[config.mk]
export PLATFORM = sky130hd
export DESIGN_NAME = fdd_top
export DESIGN_NICKNAME = d
export VERILOG_FILES = /design/src/fdd_sticky.v /design/src/fdd_persist.v /design/src/fdd_top.v
export VERILOG_INCLUDE_DIRS = /design/src
export SDC_FILE = /design/constraint.sdc
export NUM_CORES = 1
export LEC_CHECK = 0
export BUFFER_PORTS_ARGS = -buffer_cell sky130_fd_sc_hd__buf_2
export CAP_MARGIN = 20
export CORE_ASPECT_RATIO = 1.5
export CORE_MARGIN = 4
export CORE_UTILIZATION = 57
export CTS_CLUSTER_DIAMETER = 120
export DETAILED_ROUTE_END_ITERATION = 10
export PLACE_DENSITY = 0.81
export SYNTH_ARGS = -nofsm -noshare
export SYNTH_HDL_FRONTEND = slang
export SYNTH_SLANG_ARGS = --single-unit
[constraint.sdc]
create_clock -name CLK_I -period 3.4 [get_ports CLK_I]
set_input_delay 0.17 -clock CLK_I [delete_from_list [all_inputs] [get_ports CLK_I]]
set_output_delay 0.17 -clock CLK_I [all_outputs]
set_load 0.05 [all_outputs]
[src/fdd_defines.vh]
// constants of the drive fault detection block
// assumes a 250 MHz core clock and a 32-bit word register port
`ifndef FDD_DEFINES_VH
`define FDD_DEFINES_VH

// ****************************************
// register offsets (byte addresses)
// ****************************************
`define FDD_OFS_FAULT    8'h00
`define FDD_OFS_CODE     8'h04
`define FDD_OFS_STATUS   8'h08
`define FDD_OFS_PREOVL   8'h0C
`define FDD_OFS_PLEVEL   8'h10
`define FDD_OFS_PTIME    8'h14
`define FDD_OFS_SPECIAL  8'h18
`define FDD_OFS_FCLLIM   8'h1C
`define FDD_OFS_PASSWORD 8'h20

// ****************************************
// fault bit positions
// ****************************************
`define FDD_F_BUS     0
`define FDD_F_SDO     1
`define FDD_F_PDO     2
`define FDD_F_INDEX   3
`define FDD_F_SUBIDX  4
`define FDD_F_SIZE    5
`define FDD_F_RANGE   6
`define FDD_F_RDONLY  7
`define FDD_F_MAP     8
`define FDD_F_LOCK    9
`define FDD_F_LOAD    10
`define FDD_F_STORE   11
`define FDD_F_ADDR    12
`define FDD_F_CSUM    13
`define FDD_F_PWD     14
`define FDD_F_ENC     15
`define FDD_F_MPROT   16
`define FDD_F_FCL     17
`define FDD_F_FWUP    18
`define FDD_NFAULT    19

// ****************************************
// status bit positions
// ****************************************
`define FDD_S_WARN    0
`define FDD_S_UNLOCK  1
`define FDD_S_EERST   2

// ****************************************
// reset values and thresholds
// ****************************************
`define FDD_RST_PREOVL  16'h0000
`define FDD_RST_PLEVEL  16'h0000
`define FDD_RST_PTIME   16'h0000
`define FDD_RST_SPECIAL 16'h0000
`define FDD_RST_FCLLIM  32'h00000000
`define FDD_ERRCNT_LIM  8'h80
`define FDD_ENC_LIMIT   2'h3
`define FDD_SF_FIRST    16'h001E
`define FDD_SF_SECOND   16'h001C

// ****************************************
// timing
// ****************************************
`define FDD_CLK_NS      4
`define FDD_WINDOW_NS   1000000
`define FDD_MS_CYCLES   (`FDD_WINDOW_NS / `FDD_CLK_NS)

`endif

[src/fdd_sticky.v]
// sticky flag bank: a set in the cycle of its clear wins
// assumes set and clear are synchronous one-bit-per-flag vectors
module fdd_sticky #(
  parameter W = 1
) (
  input  wire         clk_i,
  input  wire         rstn_i,
  input  wire [W-1:0] set_i,
  input  wire [W-1:0] clr_i,
  output reg  [W-1:0] q_o
);

  always @(posedge clk_i or negedge rstn_i) begin
    if (!rstn_i) begin
      q_o <= {W{1'b0}};
    end else begin
      q_o <= (q_o & ~clr_i) | set_i;
    end
  end

endmodule

[src/fdd_persist.v]
// persistence timer: reached once cond has held for limit ticks
// assumes tick_i is a one-cycle pulse; a drop of cond restarts the count
module fdd_persist #(
  parameter W = 16
) (
  input  wire         clk_i,
  input  wire         rstn_i,
  input  wire         cond_i,
  input  wire         tick_i,
  input  wire [W-1:0] limit_i,
  output reg          reached_o
);

  reg [W-1:0] cnt;

  always @(posedge clk_i or negedge rstn_i) begin
    if (!rstn_i) begin
      cnt       <= {W{1'b0}};
      reached_o <= 1'b0;
    end else if (!cond_i) begin
      cnt       <= {W{1'b0}};
      reached_o <= 1'b0;
    end else begin
      if (tick_i && cnt != limit_i) begin
        cnt <= cnt + {{(W-1){1'b0}}, 1'b1};
      end
      reached_o <= (cnt == limit_i);
    end
  end

endmodule

[src/fdd_top.v]
// drive fault detection: latches link, object access, store and motion faults
// assumes object dictionary lookups and store results arrive as flags
// beside one-cycle strobes, all synchronous to CLK_I
//
// Overview of operation
// RQ1: bus fault on bus-off or either error counter above 128.
// RQ2: SDO overrun fault on two SDO frames within one 1 ms window.
// RQ3: PDO overrun fault on two same-COB-ID PDO frames in one window.
// RQ4: PDO access to a missing index is refused with index fault.
// RQ5: PDO access to a missing sub-index is refused with sub-index fault.
// RQ6: PDO length unequal to object size is refused with size fault.
// RQ7: PDO write value outside object range is refused with range fault.
// RQ8: PDO write to a read-only object is refused with read-only fault.
// RQ9: PDO access to an unmappable object gives a mapping fault.
// RQ10: writes to servo-on locked objects are refused while servo on.
// RQ11: failed start-up load raises load fault and restores object defaults.
// RQ12: failed store of settings raises store fault.
// RQ13: stored data beyond allotted space raises address range fault.
// RQ14: stored checksum mismatch raises checksum fault and restores defaults.
// RQ15: password-protected access refused until the right password is given.
// RQ16: encoder data fault only on the third encoder data error.
// RQ17: motor protection alarm after level held for the protection time.
// RQ18: overload warning output when load reaches pre-overload threshold.
// RQ19: writing 30 then 28 to special function clears upgrade fault on restart.
// RQ20: full closed-loop deviation fault when deviation exceeds its limit.
// RQ21: every fault is latched and readable until its clearing action.
`include "fdd_defines.vh"

module fdd_top #(
  parameter [31:0] MS_CYCLES = `FDD_MS_CYCLES,
  parameter        NSLOT     = 4,
  parameter [31:0] PASSKEY   = 32'h5A5A0001
) (
  input  wire        CLK_I,
  input  wire        RSTN_I,
  input  wire [7:0]  ADDR_I,
  input  wire [31:0] WDATA_I,
  input  wire        WR_I,
  input  wire        RD_I,
  output reg  [31:0] RDATA_O,
  input  wire        BUS_OFF_I,
  input  wire [7:0]  RX_ERR_CNT_I,
  input  wire [7:0]  TX_ERR_CNT_I,
  input  wire        SDO_RX_I,
  input  wire        PDO_RX_I,
  input  wire [10:0] PDO_COBID_I,
  input  wire        PDO_ACC_I,
  input  wire        PDO_WRITE_I,
  input  wire        OBJ_IDX_OK_I,
  input  wire        OBJ_SUB_OK_I,
  input  wire        OBJ_PDO_OK_I,
  input  wire [3:0]  OBJ_SIZE_I,
  input  wire [3:0]  PDO_LEN_I,
  input  wire        OBJ_RDONLY_I,
  input  wire        OBJ_SRVLOCK_I,
  input  wire        OBJ_PWD_I,
  input  wire [31:0] PDO_VALUE_I,
  input  wire [31:0] OBJ_MIN_I,
  input  wire [31:0] OBJ_MAX_I,
  input  wire        SERVO_ON_I,
  input  wire        NV_LOAD_DONE_I,
  input  wire        NV_LOAD_FAIL_I,
  input  wire        NV_RANGE_FAIL_I,
  input  wire        NV_CSUM_FAIL_I,
  input  wire        NV_STORE_DONE_I,
  input  wire        NV_STORE_FAIL_I,
  input  wire        FW_STALE_I,
  input  wire        ENC_ERR_I,
  input  wire [15:0] LOAD_LEVEL_I,
  input  wire        FCL_MODE_I,
  input  wire [31:0] FCL_DEV_I,
  output reg         PDO_DONE_O,
  output reg         PDO_REJECT_O,
  output reg         DEFAULTS_RESTORE_O,
  output reg         EE_RESET_REQ_O,
  output reg         OVERLOAD_WARNING_O,
  output reg         OVERLOAD_ALARM_O,
  output wire        FAULT_O
);

  localparam PW = (NSLOT > 1) ? $clog2(NSLOT) : 1;
  localparam NF = `FDD_NFAULT;

  // ****************************************
  // register port
  // ****************************************
  reg  [15:0]   preoverload_threshold_param;
  reg  [15:0]   motor_protect_level_param;
  reg  [15:0]   motor_protect_time_param;
  reg  [15:0]   special_function_param;
  reg  [31:0]   fcl_limit;
  reg           unlocked;
  reg           sf_armed;
  reg  [4:0]    fault_code;
  wire [NF-1:0] fault;
  reg  [NF-1:0] fault_set;
  wire [NF-1:0] fault_clr;
  wire          wr_fault;
  wire          wr_special;

  assign wr_fault   = WR_I && (ADDR_I == `FDD_OFS_FAULT);
  assign wr_special = WR_I && (ADDR_I == `FDD_OFS_SPECIAL);

  // write-one-to-clear; the upgrade fault ignores it and leaves only by restart
  assign fault_clr = wr_fault ? (WDATA_I[NF-1:0] & ~({{(NF-1){1'b0}}, 1'b1} << `FDD_F_FWUP))
                              : {NF{1'b0}}; // [RQ21] [RQ19]

  always @(posedge CLK_I or negedge RSTN_I) begin
    if (!RSTN_I) begin
      preoverload_threshold_param <= `FDD_RST_PREOVL;
      motor_protect_level_param   <= `FDD_RST_PLEVEL;
      motor_protect_time_param    <= `FDD_RST_PTIME;
      special_function_param      <= `FDD_RST_SPECIAL;
      fcl_limit                   <= `FDD_RST_FCLLIM;
      unlocked                    <= 1'b0;
    end else if (WR_I) begin
      case (ADDR_I)
        `FDD_OFS_PREOVL:   preoverload_threshold_param <= WDATA_I[15:0];
        `FDD_OFS_PLEVEL:   motor_protect_level_param   <= WDATA_I[15:0];
        `FDD_OFS_PTIME:    motor_protect_time_param    <= WDATA_I[15:0];
        `FDD_OFS_SPECIAL:  special_function_param      <= WDATA_I[15:0];
        `FDD_OFS_FCLLIM:   fcl_limit                   <= WDATA_I;
        `FDD_OFS_PASSWORD: unlocked <= (WDATA_I == PASSKEY); // [RQ15]
        default: begin
        end
      endcase
    end
  end

  // 30 arms the sequence, 28 right after it requests the store reset
  always @(posedge CLK_I or negedge RSTN_I) begin
    if (!RSTN_I) begin
      sf_armed       <= 1'b0;
      EE_RESET_REQ_O <= 1'b0;
    end else if (wr_special) begin
      if (WDATA_I[15:0] == `FDD_SF_FIRST) begin
        sf_armed <= 1'b1; // [RQ19]
      end else if (sf_armed && WDATA_I[15:0] == `FDD_SF_SECOND) begin
        sf_armed       <= 1'b0;
        EE_RESET_REQ_O <= 1'b1; // [RQ19]
      end else begin
        sf_armed <= 1'b0;
      end
    end
  end

  always @(posedge CLK_I or negedge RSTN_I) begin
    if (!RSTN_I) begin
      RDATA_O <= 32'h00000000;
    end else if (RD_I) begin
      case (ADDR_I)
        `FDD_OFS_FAULT:    RDATA_O <= {{(32-NF){1'b0}}, fault}; // [RQ21]
        `FDD_OFS_CODE:     RDATA_O <= {27'h0000000, fault_code};
        `FDD_OFS_STATUS:   RDATA_O <= {29'h00000000, EE_RESET_REQ_O, unlocked, OVERLOAD_WARNING_O};
        `FDD_OFS_PREOVL:   RDATA_O <= {16'h0000, preoverload_threshold_param};
        `FDD_OFS_PLEVEL:   RDATA_O <= {16'h0000, motor_protect_level_param};
        `FDD_OFS_PTIME:    RDATA_O <= {16'h0000, motor_protect_time_param};
        `FDD_OFS_SPECIAL:  RDATA_O <= {16'h0000, special_function_param};
        `FDD_OFS_FCLLIM:   RDATA_O <= fcl_limit;
        default:           RDATA_O <= 32'h00000000;
      endcase
    end else begin
      RDATA_O <= 32'h00000000;
    end
  end

  // ****************************************
  // 1 ms window and receive overruns
  // ****************************************
  reg  [31:0]      ms_cnt;
  wire             ms_tick;
  reg              sdo_seen;
  reg  [10:0]      slot_id [0:NSLOT-1];
  reg  [NSLOT-1:0] slot_v;
  reg  [PW-1:0]    slot_ptr;
  wire [NSLOT-1:0] slot_hit;
  wire             pdo_dup;
  integer          i;

  // windows are fixed, so two frames straddling a boundary are not an overrun
  assign ms_tick = (ms_cnt == MS_CYCLES - 32'h00000001);

  always @(posedge CLK_I or negedge RSTN_I) begin
    if (!RSTN_I) begin
      ms_cnt <= 32'h00000000;
    end else begin
      ms_cnt <= ms_tick ? 32'h00000000 : ms_cnt + 32'h00000001;
    end
  end

  always @(posedge CLK_I or negedge RSTN_I) begin
    if (!RSTN_I) begin
      sdo_seen <= 1'b0;
    end else begin
      sdo_seen <= ms_tick ? 1'b0 : (sdo_seen | SDO_RX_I); // [RQ2]
    end
  end

  genvar g;
  generate
    for (g = 0; g < NSLOT; g = g + 1) begin : g_slot
      assign slot_hit[g] = slot_v[g] && (slot_id[g] == PDO_COBID_I);
    end
  endgenerate

  assign pdo_dup = PDO_RX_I && (|slot_hit); // [RQ3]

  // only NSLOT distinct COB-IDs are tracked per window; the oldest is overwritten
  always @(posedge CLK_I or negedge RSTN_I) begin
    if (!RSTN_I) begin
      slot_v   <= {NSLOT{1'b0}};
      slot_ptr <= {PW{1'b0}};
      for (i = 0; i < NSLOT; i = i + 1) begin
        slot_id[i] <= 11'h000;
      end
    end else if (ms_tick) begin
      slot_v   <= {NSLOT{1'b0}};
      slot_ptr <= {PW{1'b0}};
    end else if (PDO_RX_I && !pdo_dup) begin
      slot_id[slot_ptr] <= PDO_COBID_I;
      slot_v[slot_ptr]  <= 1'b1;
      slot_ptr <= (slot_ptr == NSLOT - 1) ? {PW{1'b0}} : slot_ptr + {{(PW-1){1'b0}}, 1'b1};
    end
  end

  // ****************************************
  // PDO object access check
  // ****************************************
  reg [NF-1:0] acc_err;

  // first failing check wins, so one access raises one fault
  always @* begin
    acc_err = {NF{1'b0}};
    if (!OBJ_IDX_OK_I) begin
      acc_err[`FDD_F_INDEX] = 1'b1; // [RQ4]
    end else if (!OBJ_SUB_OK_I) begin
      acc_err[`FDD_F_SUBIDX] = 1'b1; // [RQ5]
    end else if (!OBJ_PDO_OK_I) begin
      acc_err[`FDD_F_MAP] = 1'b1; // [RQ9]
    end else if (PDO_LEN_I != OBJ_SIZE_I) begin
      acc_err[`FDD_F_SIZE] = 1'b1; // [RQ6]
    end else if (OBJ_PWD_I && !unlocked) begin
      acc_err[`FDD_F_PWD] = 1'b1; // [RQ15]
    end else if (PDO_WRITE_I && OBJ_RDONLY_I) begin
      acc_err[`FDD_F_RDONLY] = 1'b1; // [RQ8]
    end else if (PDO_WRITE_I && OBJ_SRVLOCK_I && SERVO_ON_I) begin
      acc_err[`FDD_F_LOCK] = 1'b1; // [RQ10]
    end else if (PDO_WRITE_I && (PDO_VALUE_I < OBJ_MIN_I || PDO_VALUE_I > OBJ_MAX_I)) begin
      acc_err[`FDD_F_RANGE] = 1'b1; // [RQ7]
    end
  end

  always @(posedge CLK_I or negedge RSTN_I) begin
    if (!RSTN_I) begin
      PDO_DONE_O   <= 1'b0;
      PDO_REJECT_O <= 1'b0;
    end else begin
      PDO_DONE_O   <= PDO_ACC_I;
      PDO_REJECT_O <= PDO_ACC_I && (|acc_err); // [RQ4] [RQ5] [RQ6] [RQ7] [RQ8] [RQ10] [RQ15]
    end
  end

  // ****************************************
  // encoder, motor protection, overload
  // ****************************************
  reg  [1:0] enc_cnt;
  wire       enc_third;
  wire       mprot_hit;

  assign enc_third = ENC_ERR_I && (enc_cnt == `FDD_ENC_LIMIT - 2'h1); // [RQ16]

  always @(posedge CLK_I or negedge RSTN_I) begin
    if (!RSTN_I) begin
      enc_cnt <= 2'h0;
    end else if (fault_clr[`FDD_F_ENC] && !ENC_ERR_I) begin
      enc_cnt <= 2'h0;
    end else if (ENC_ERR_I && enc_cnt != `FDD_ENC_LIMIT) begin
      enc_cnt <= enc_cnt + 2'h1; // [RQ16]
    end
  end

  fdd_persist #(
    .W (16)
  ) u_mprot (
    .clk_i     (CLK_I),
    .rstn_i    (RSTN_I),
    .cond_i    (LOAD_LEVEL_I >= motor_protect_level_param),
    .tick_i    (ms_tick),
    .limit_i   (motor_protect_time_param),
    .reached_o (mprot_hit)
  ); // [RQ17]

  always @(posedge CLK_I or negedge RSTN_I) begin
    if (!RSTN_I) begin
      OVERLOAD_WARNING_O <= 1'b0;
      OVERLOAD_ALARM_O   <= 1'b0;
    end else begin
      OVERLOAD_WARNING_O <= (LOAD_LEVEL_I >= preoverload_threshold_param); // [RQ18]
      OVERLOAD_ALARM_O   <= fault[`FDD_F_MPROT]; // [RQ17]
    end
  end

  // ****************************************
  // fault latching and code
  // ****************************************
  always @* begin
    fault_set = {NF{1'b0}};
    fault_set[`FDD_F_BUS] = BUS_OFF_I || (RX_ERR_CNT_I > `FDD_ERRCNT_LIM)
                            || (TX_ERR_CNT_I > `FDD_ERRCNT_LIM); // [RQ1]
    fault_set[`FDD_F_SDO] = SDO_RX_I && sdo_seen && !ms_tick; // [RQ2]
    fault_set[`FDD_F_PDO] = pdo_dup && !ms_tick; // [RQ3]
    if (PDO_ACC_I) begin
      fault_set = fault_set | acc_err; // [RQ9]
    end
    fault_set[`FDD_F_LOAD]  = NV_LOAD_DONE_I && NV_LOAD_FAIL_I; // [RQ11]
    fault_set[`FDD_F_ADDR]  = NV_LOAD_DONE_I && NV_RANGE_FAIL_I; // [RQ13]
    fault_set[`FDD_F_CSUM]  = NV_LOAD_DONE_I && NV_CSUM_FAIL_I; // [RQ14]
    fault_set[`FDD_F_STORE] = NV_STORE_DONE_I && NV_STORE_FAIL_I; // [RQ12]
    fault_set[`FDD_F_ENC]   = enc_third;
    fault_set[`FDD_F_MPROT] = mprot_hit;
    fault_set[`FDD_F_FCL]   = FCL_MODE_I && (FCL_DEV_I > fcl_limit); // [RQ20]
    fault_set[`FDD_F_FWUP]  = FW_STALE_I; // [RQ19]
  end

  fdd_sticky #(
    .W (NF)
  ) u_fault (
    .clk_i  (CLK_I),
    .rstn_i (RSTN_I),
    .set_i  (fault_set),
    .clr_i  (fault_clr),
    .q_o    (fault)
  ); // [RQ21]

  assign FAULT_O = |fault;

  always @(posedge CLK_I or negedge RSTN_I) begin
    if (!RSTN_I) begin
      DEFAULTS_RESTORE_O <= 1'b0;
    end else begin
      DEFAULTS_RESTORE_O <= NV_LOAD_DONE_I && (NV_LOAD_FAIL_I || NV_CSUM_FAIL_I); // [RQ11] [RQ14]
    end
  end

  // code is the lowest newly set bit plus one; zero once all faults are gone
  reg [4:0] next_code;
  integer   k;

  always @* begin
    next_code = fault_code;
    if (((fault & ~fault_clr) | fault_set) == {NF{1'b0}}) begin
      next_code = 5'h00;
    end
    for (k = NF - 1; k >= 0; k = k - 1) begin
      if (fault_set[k] && !fault[k]) begin
        next_code = k[4:0] + 5'h01;
      end
    end
  end

  always @(posedge CLK_I or negedge RSTN_I) begin
    if (!RSTN_I) begin
      fault_code <= 5'h00;
    end else begin
      fault_code <= next_code; // [RQ21]
    end
  end

endmodule

==> results.py <==
metrics = {
    "synthesis": {
        "synthCells": 1523,
        "synth_async_sr_flop_share_pct": 100,
        "synth_cell_types": 69,
        "ys.warnings.count": 0,
        "syn_area_mm2": 0.0154,
        "synth.avg_cell_area_um2": 10.1,
        "ys_seq_area_share_pct": 42.7,
        "synth_seq_cells": 262,
        "synth_enable_flop_cells": 0,
        "ys.flop_type": "dfrtp_1",
        "syn-num-nets": 1902,
    },
    "timing": {
        "finalHoldViolations": 0,
        "tns_ns": 0,
        "finClkSkew_ns": 0.0189,
        "fmax_mhz": 308,
        "max_slew_margin_pct": 42.5,
        "min_period_over_period_pct": 95.4,
        "setup_violations": 0,
        "rsz0062_at_grt": "no",
        "period_minus_slack_ns": 3.25,
        "hold_ws_ns": 0.00812,
        "worst_pin_slew_ns": 0.861,
        "drv_slew": 0,
    },
    "global_route": {
        "antenna_found_initial": 3,
        "gr-usage-all-layers_pct": 30.1,
        "grt_overflow": 0,
        "grt_pass1_vias": 13941,
        "grt_pass1_wl_mm": 71.4,
        "grt_start_max_net_pins": 101,
    },
    "final_layout": {
        "layout_common_cells": "buf_2 (281), dfrtp_1 (262), inv_1 (149)",
        "drive_gt1_share_pct": 26.0,
        "syn2layout_area_growth_pct": 20.2,
        "layout_commonest_cell": "buf_2",
        "fillCellCount": 1951,
        "nets": 2221,
    },
    "clock_network": {
        "post_cts_resized": 0,
        "clk_path_buf_depth": 3,
        "clock-sinks": 262,
        "htree_num_levels": 1,
        "path_clk_slew_ns": 0.06,
        "post-cts-setup-buffers": 0,
        "hold_buffers": 34,
        "cts_root_buffer": "clkbuf_16",
        "numCtsBuffers": 26,
        "cts_tree": "built",
        "clock_latency_ns": 0.55,
    },
    "worst_setup_path": {
        "start_kind": "register",
        "required_ns": 3.81,
        "worstSetupEndpointType": "register",
        "crit_fanout": 5,
        "crit_arrival_ns": 3.66,
        "critical_path_class": "reg2reg",
    },
    "placement": {
        "place_congestion": 0.998,
        "hpwl_mm": 35.0,
        "port_buffers": 282,
    },
    "pwr": {
        "leakage_nw": 8.86,
        "power_density_mw_per_mm2": 470,
        "ir_drop_mv": 0.544,
    },
    "detailed_routing": {
        "drc": 0,
        "routed_via_density": 6.05,
        "final_antenna_net_count": 0,
        "drt-initial-drc-count": 882,
        "firstDrtPassIters": 7,
        "drt-total-wl_mm": 45.6,
        "vias": 13298,
        "wl_per_cell_um": 20.8,
    },
    "run": {
        "drv_cap": 0,
    },
    "floorplanning": {
        "core_mm2": 0.0266,
        "rows": 73,
        "start_util_pct": 57.8,
        "io_pins": 283,
        "die_h_um": 209,
        "die_x_um": 142,
        "die-area_mm2": 0.0297,
    },
    "hold_path": {
        "min_path_type": "in2reg",
    },
    "status": {
        "status": "finished clean",
    },
}
## cells in the mapped netlist, types with 10 or more instances
master,number,area (um^2)
nand3_1,40,200
xor2_1,16,140
a31oi_1,20,125
nor2_1,74,278
ha_1,135,1690
inv_1,149,559
a21o_1,25,188
o21ai_0,51,255
a21oi_1,51,255
nor4_1,22,138
mux2_2,120,1350
nand4_1,60,375
xnor2_1,93,815
nor3_1,25,125
a22o_1,10,87.6
and3_1,26,163
nand2_1,120,450
nor2b_1,12,75.1
dfrtp_1,262,6560
a22oi_1,43,323
clkbuf_1,44,165
## per-layer routing
layer	wire [um]	up-vias	GRT usage (%)
li1	-	6099	-
met1	16100	6441	33.5
met2	23900	556	54.8
met3	2750	198	3.82
met4	2940	4	16.3
met5	20	-	0
## critical path, cell delays in order (launching register included)
cell	delay [ns]
dfrtp_1	0.43
nor4_1	0.44
nand4_1	0.21
or4_4	0.57
nand2_4	0.10
or2_4	0.12
o21ai_2	0.06
or4_4	0.57
nor3b_4	0.28
mux2_1	0.35
## stage by stage
step           std cells  power [mW]  setup WS, ns  cell area (um^2)  utilization, %
6_report            2198        8.68         0.155             18500            69.5
5_1_grt             2198        9.06        0.0432             18500            69.5
4_1_cts             2197        8.70         0.145             18500            69.4
3_5_place_dp        2117        5.65        0.0125             17200            64.8
3_3_place_gp        2117        5.53         0.135             17200            64.8
2_1_floorplan       1523        4.96         0.414             15400               -
## final cells by class
type	count	area (um^2)	area share (%)
multi-input combinational	1063	8060	43.7
tap	337	422	2.28
timing repair buffer	340	1970	10.7
sequential	262	6560	35.5
inverter	149	559	3.03
clock buffer	36	728	3.94
clock inverter	10	164	0.888
antenna	1	2.50	0.0136
## power breakdown
group	leakage [nW]	switching [mW]	internal, mW
combinational	5.02	0.921	0.903
sequential	3.41	0.327	3.51
clock	0.435	1.22	1.80
total	8.86	2.47	6.21
## sequential cells by signal, indices dropped and copies added, names as in the netlist, 2 cells and up
register and count:
slot_id 44, RDATA_O 32, fcl_limit 32, ms_cnt 32, u_fault.q_o 19, motor_protect_level_param 16
motor_protect_time_param 16, preoverload_threshold_param 16, special_function_param 16, u_mprot.cnt 16, fault_code 5, slot_v 4
enc_cnt 2, slot_ptr 2
## path summary, 6_finish.rpt
check	end	from	slack [ns]	cells after the start
max	fault_code[1]	ms_cnt[18]	0.15	9
min	special_function_param[8]	WDATA_I[8]	0.008	2
max reg2reg	fault_code[1]	ms_cnt[18]	0.15	9
min reg2reg	special_function_param[1]	special_function_param[1]	0.48	2
max in group asynchronous	ms_cnt[7]	RSTN_I	2.14	3
min in group asynchronous	motor_protect_level_param[0]	RSTN_I	0.24	2
## logic make-up after synthesis
kind of cell / after synthesis / share of synthesized area (%)
flip-flops: 262 / 42.7
adder cells (fa/ha/maj): 135 / 11.0
buffers and inverters: 198 / 4.89
AO/OA/AOI/OAI: 264 / 11.6
multiplexers: 121 / 8.87
XOR/XNOR: 109 / 6.22
AND/OR/NAND/NOR: 434 / 14.8
(Power assumes the default switching activity.)
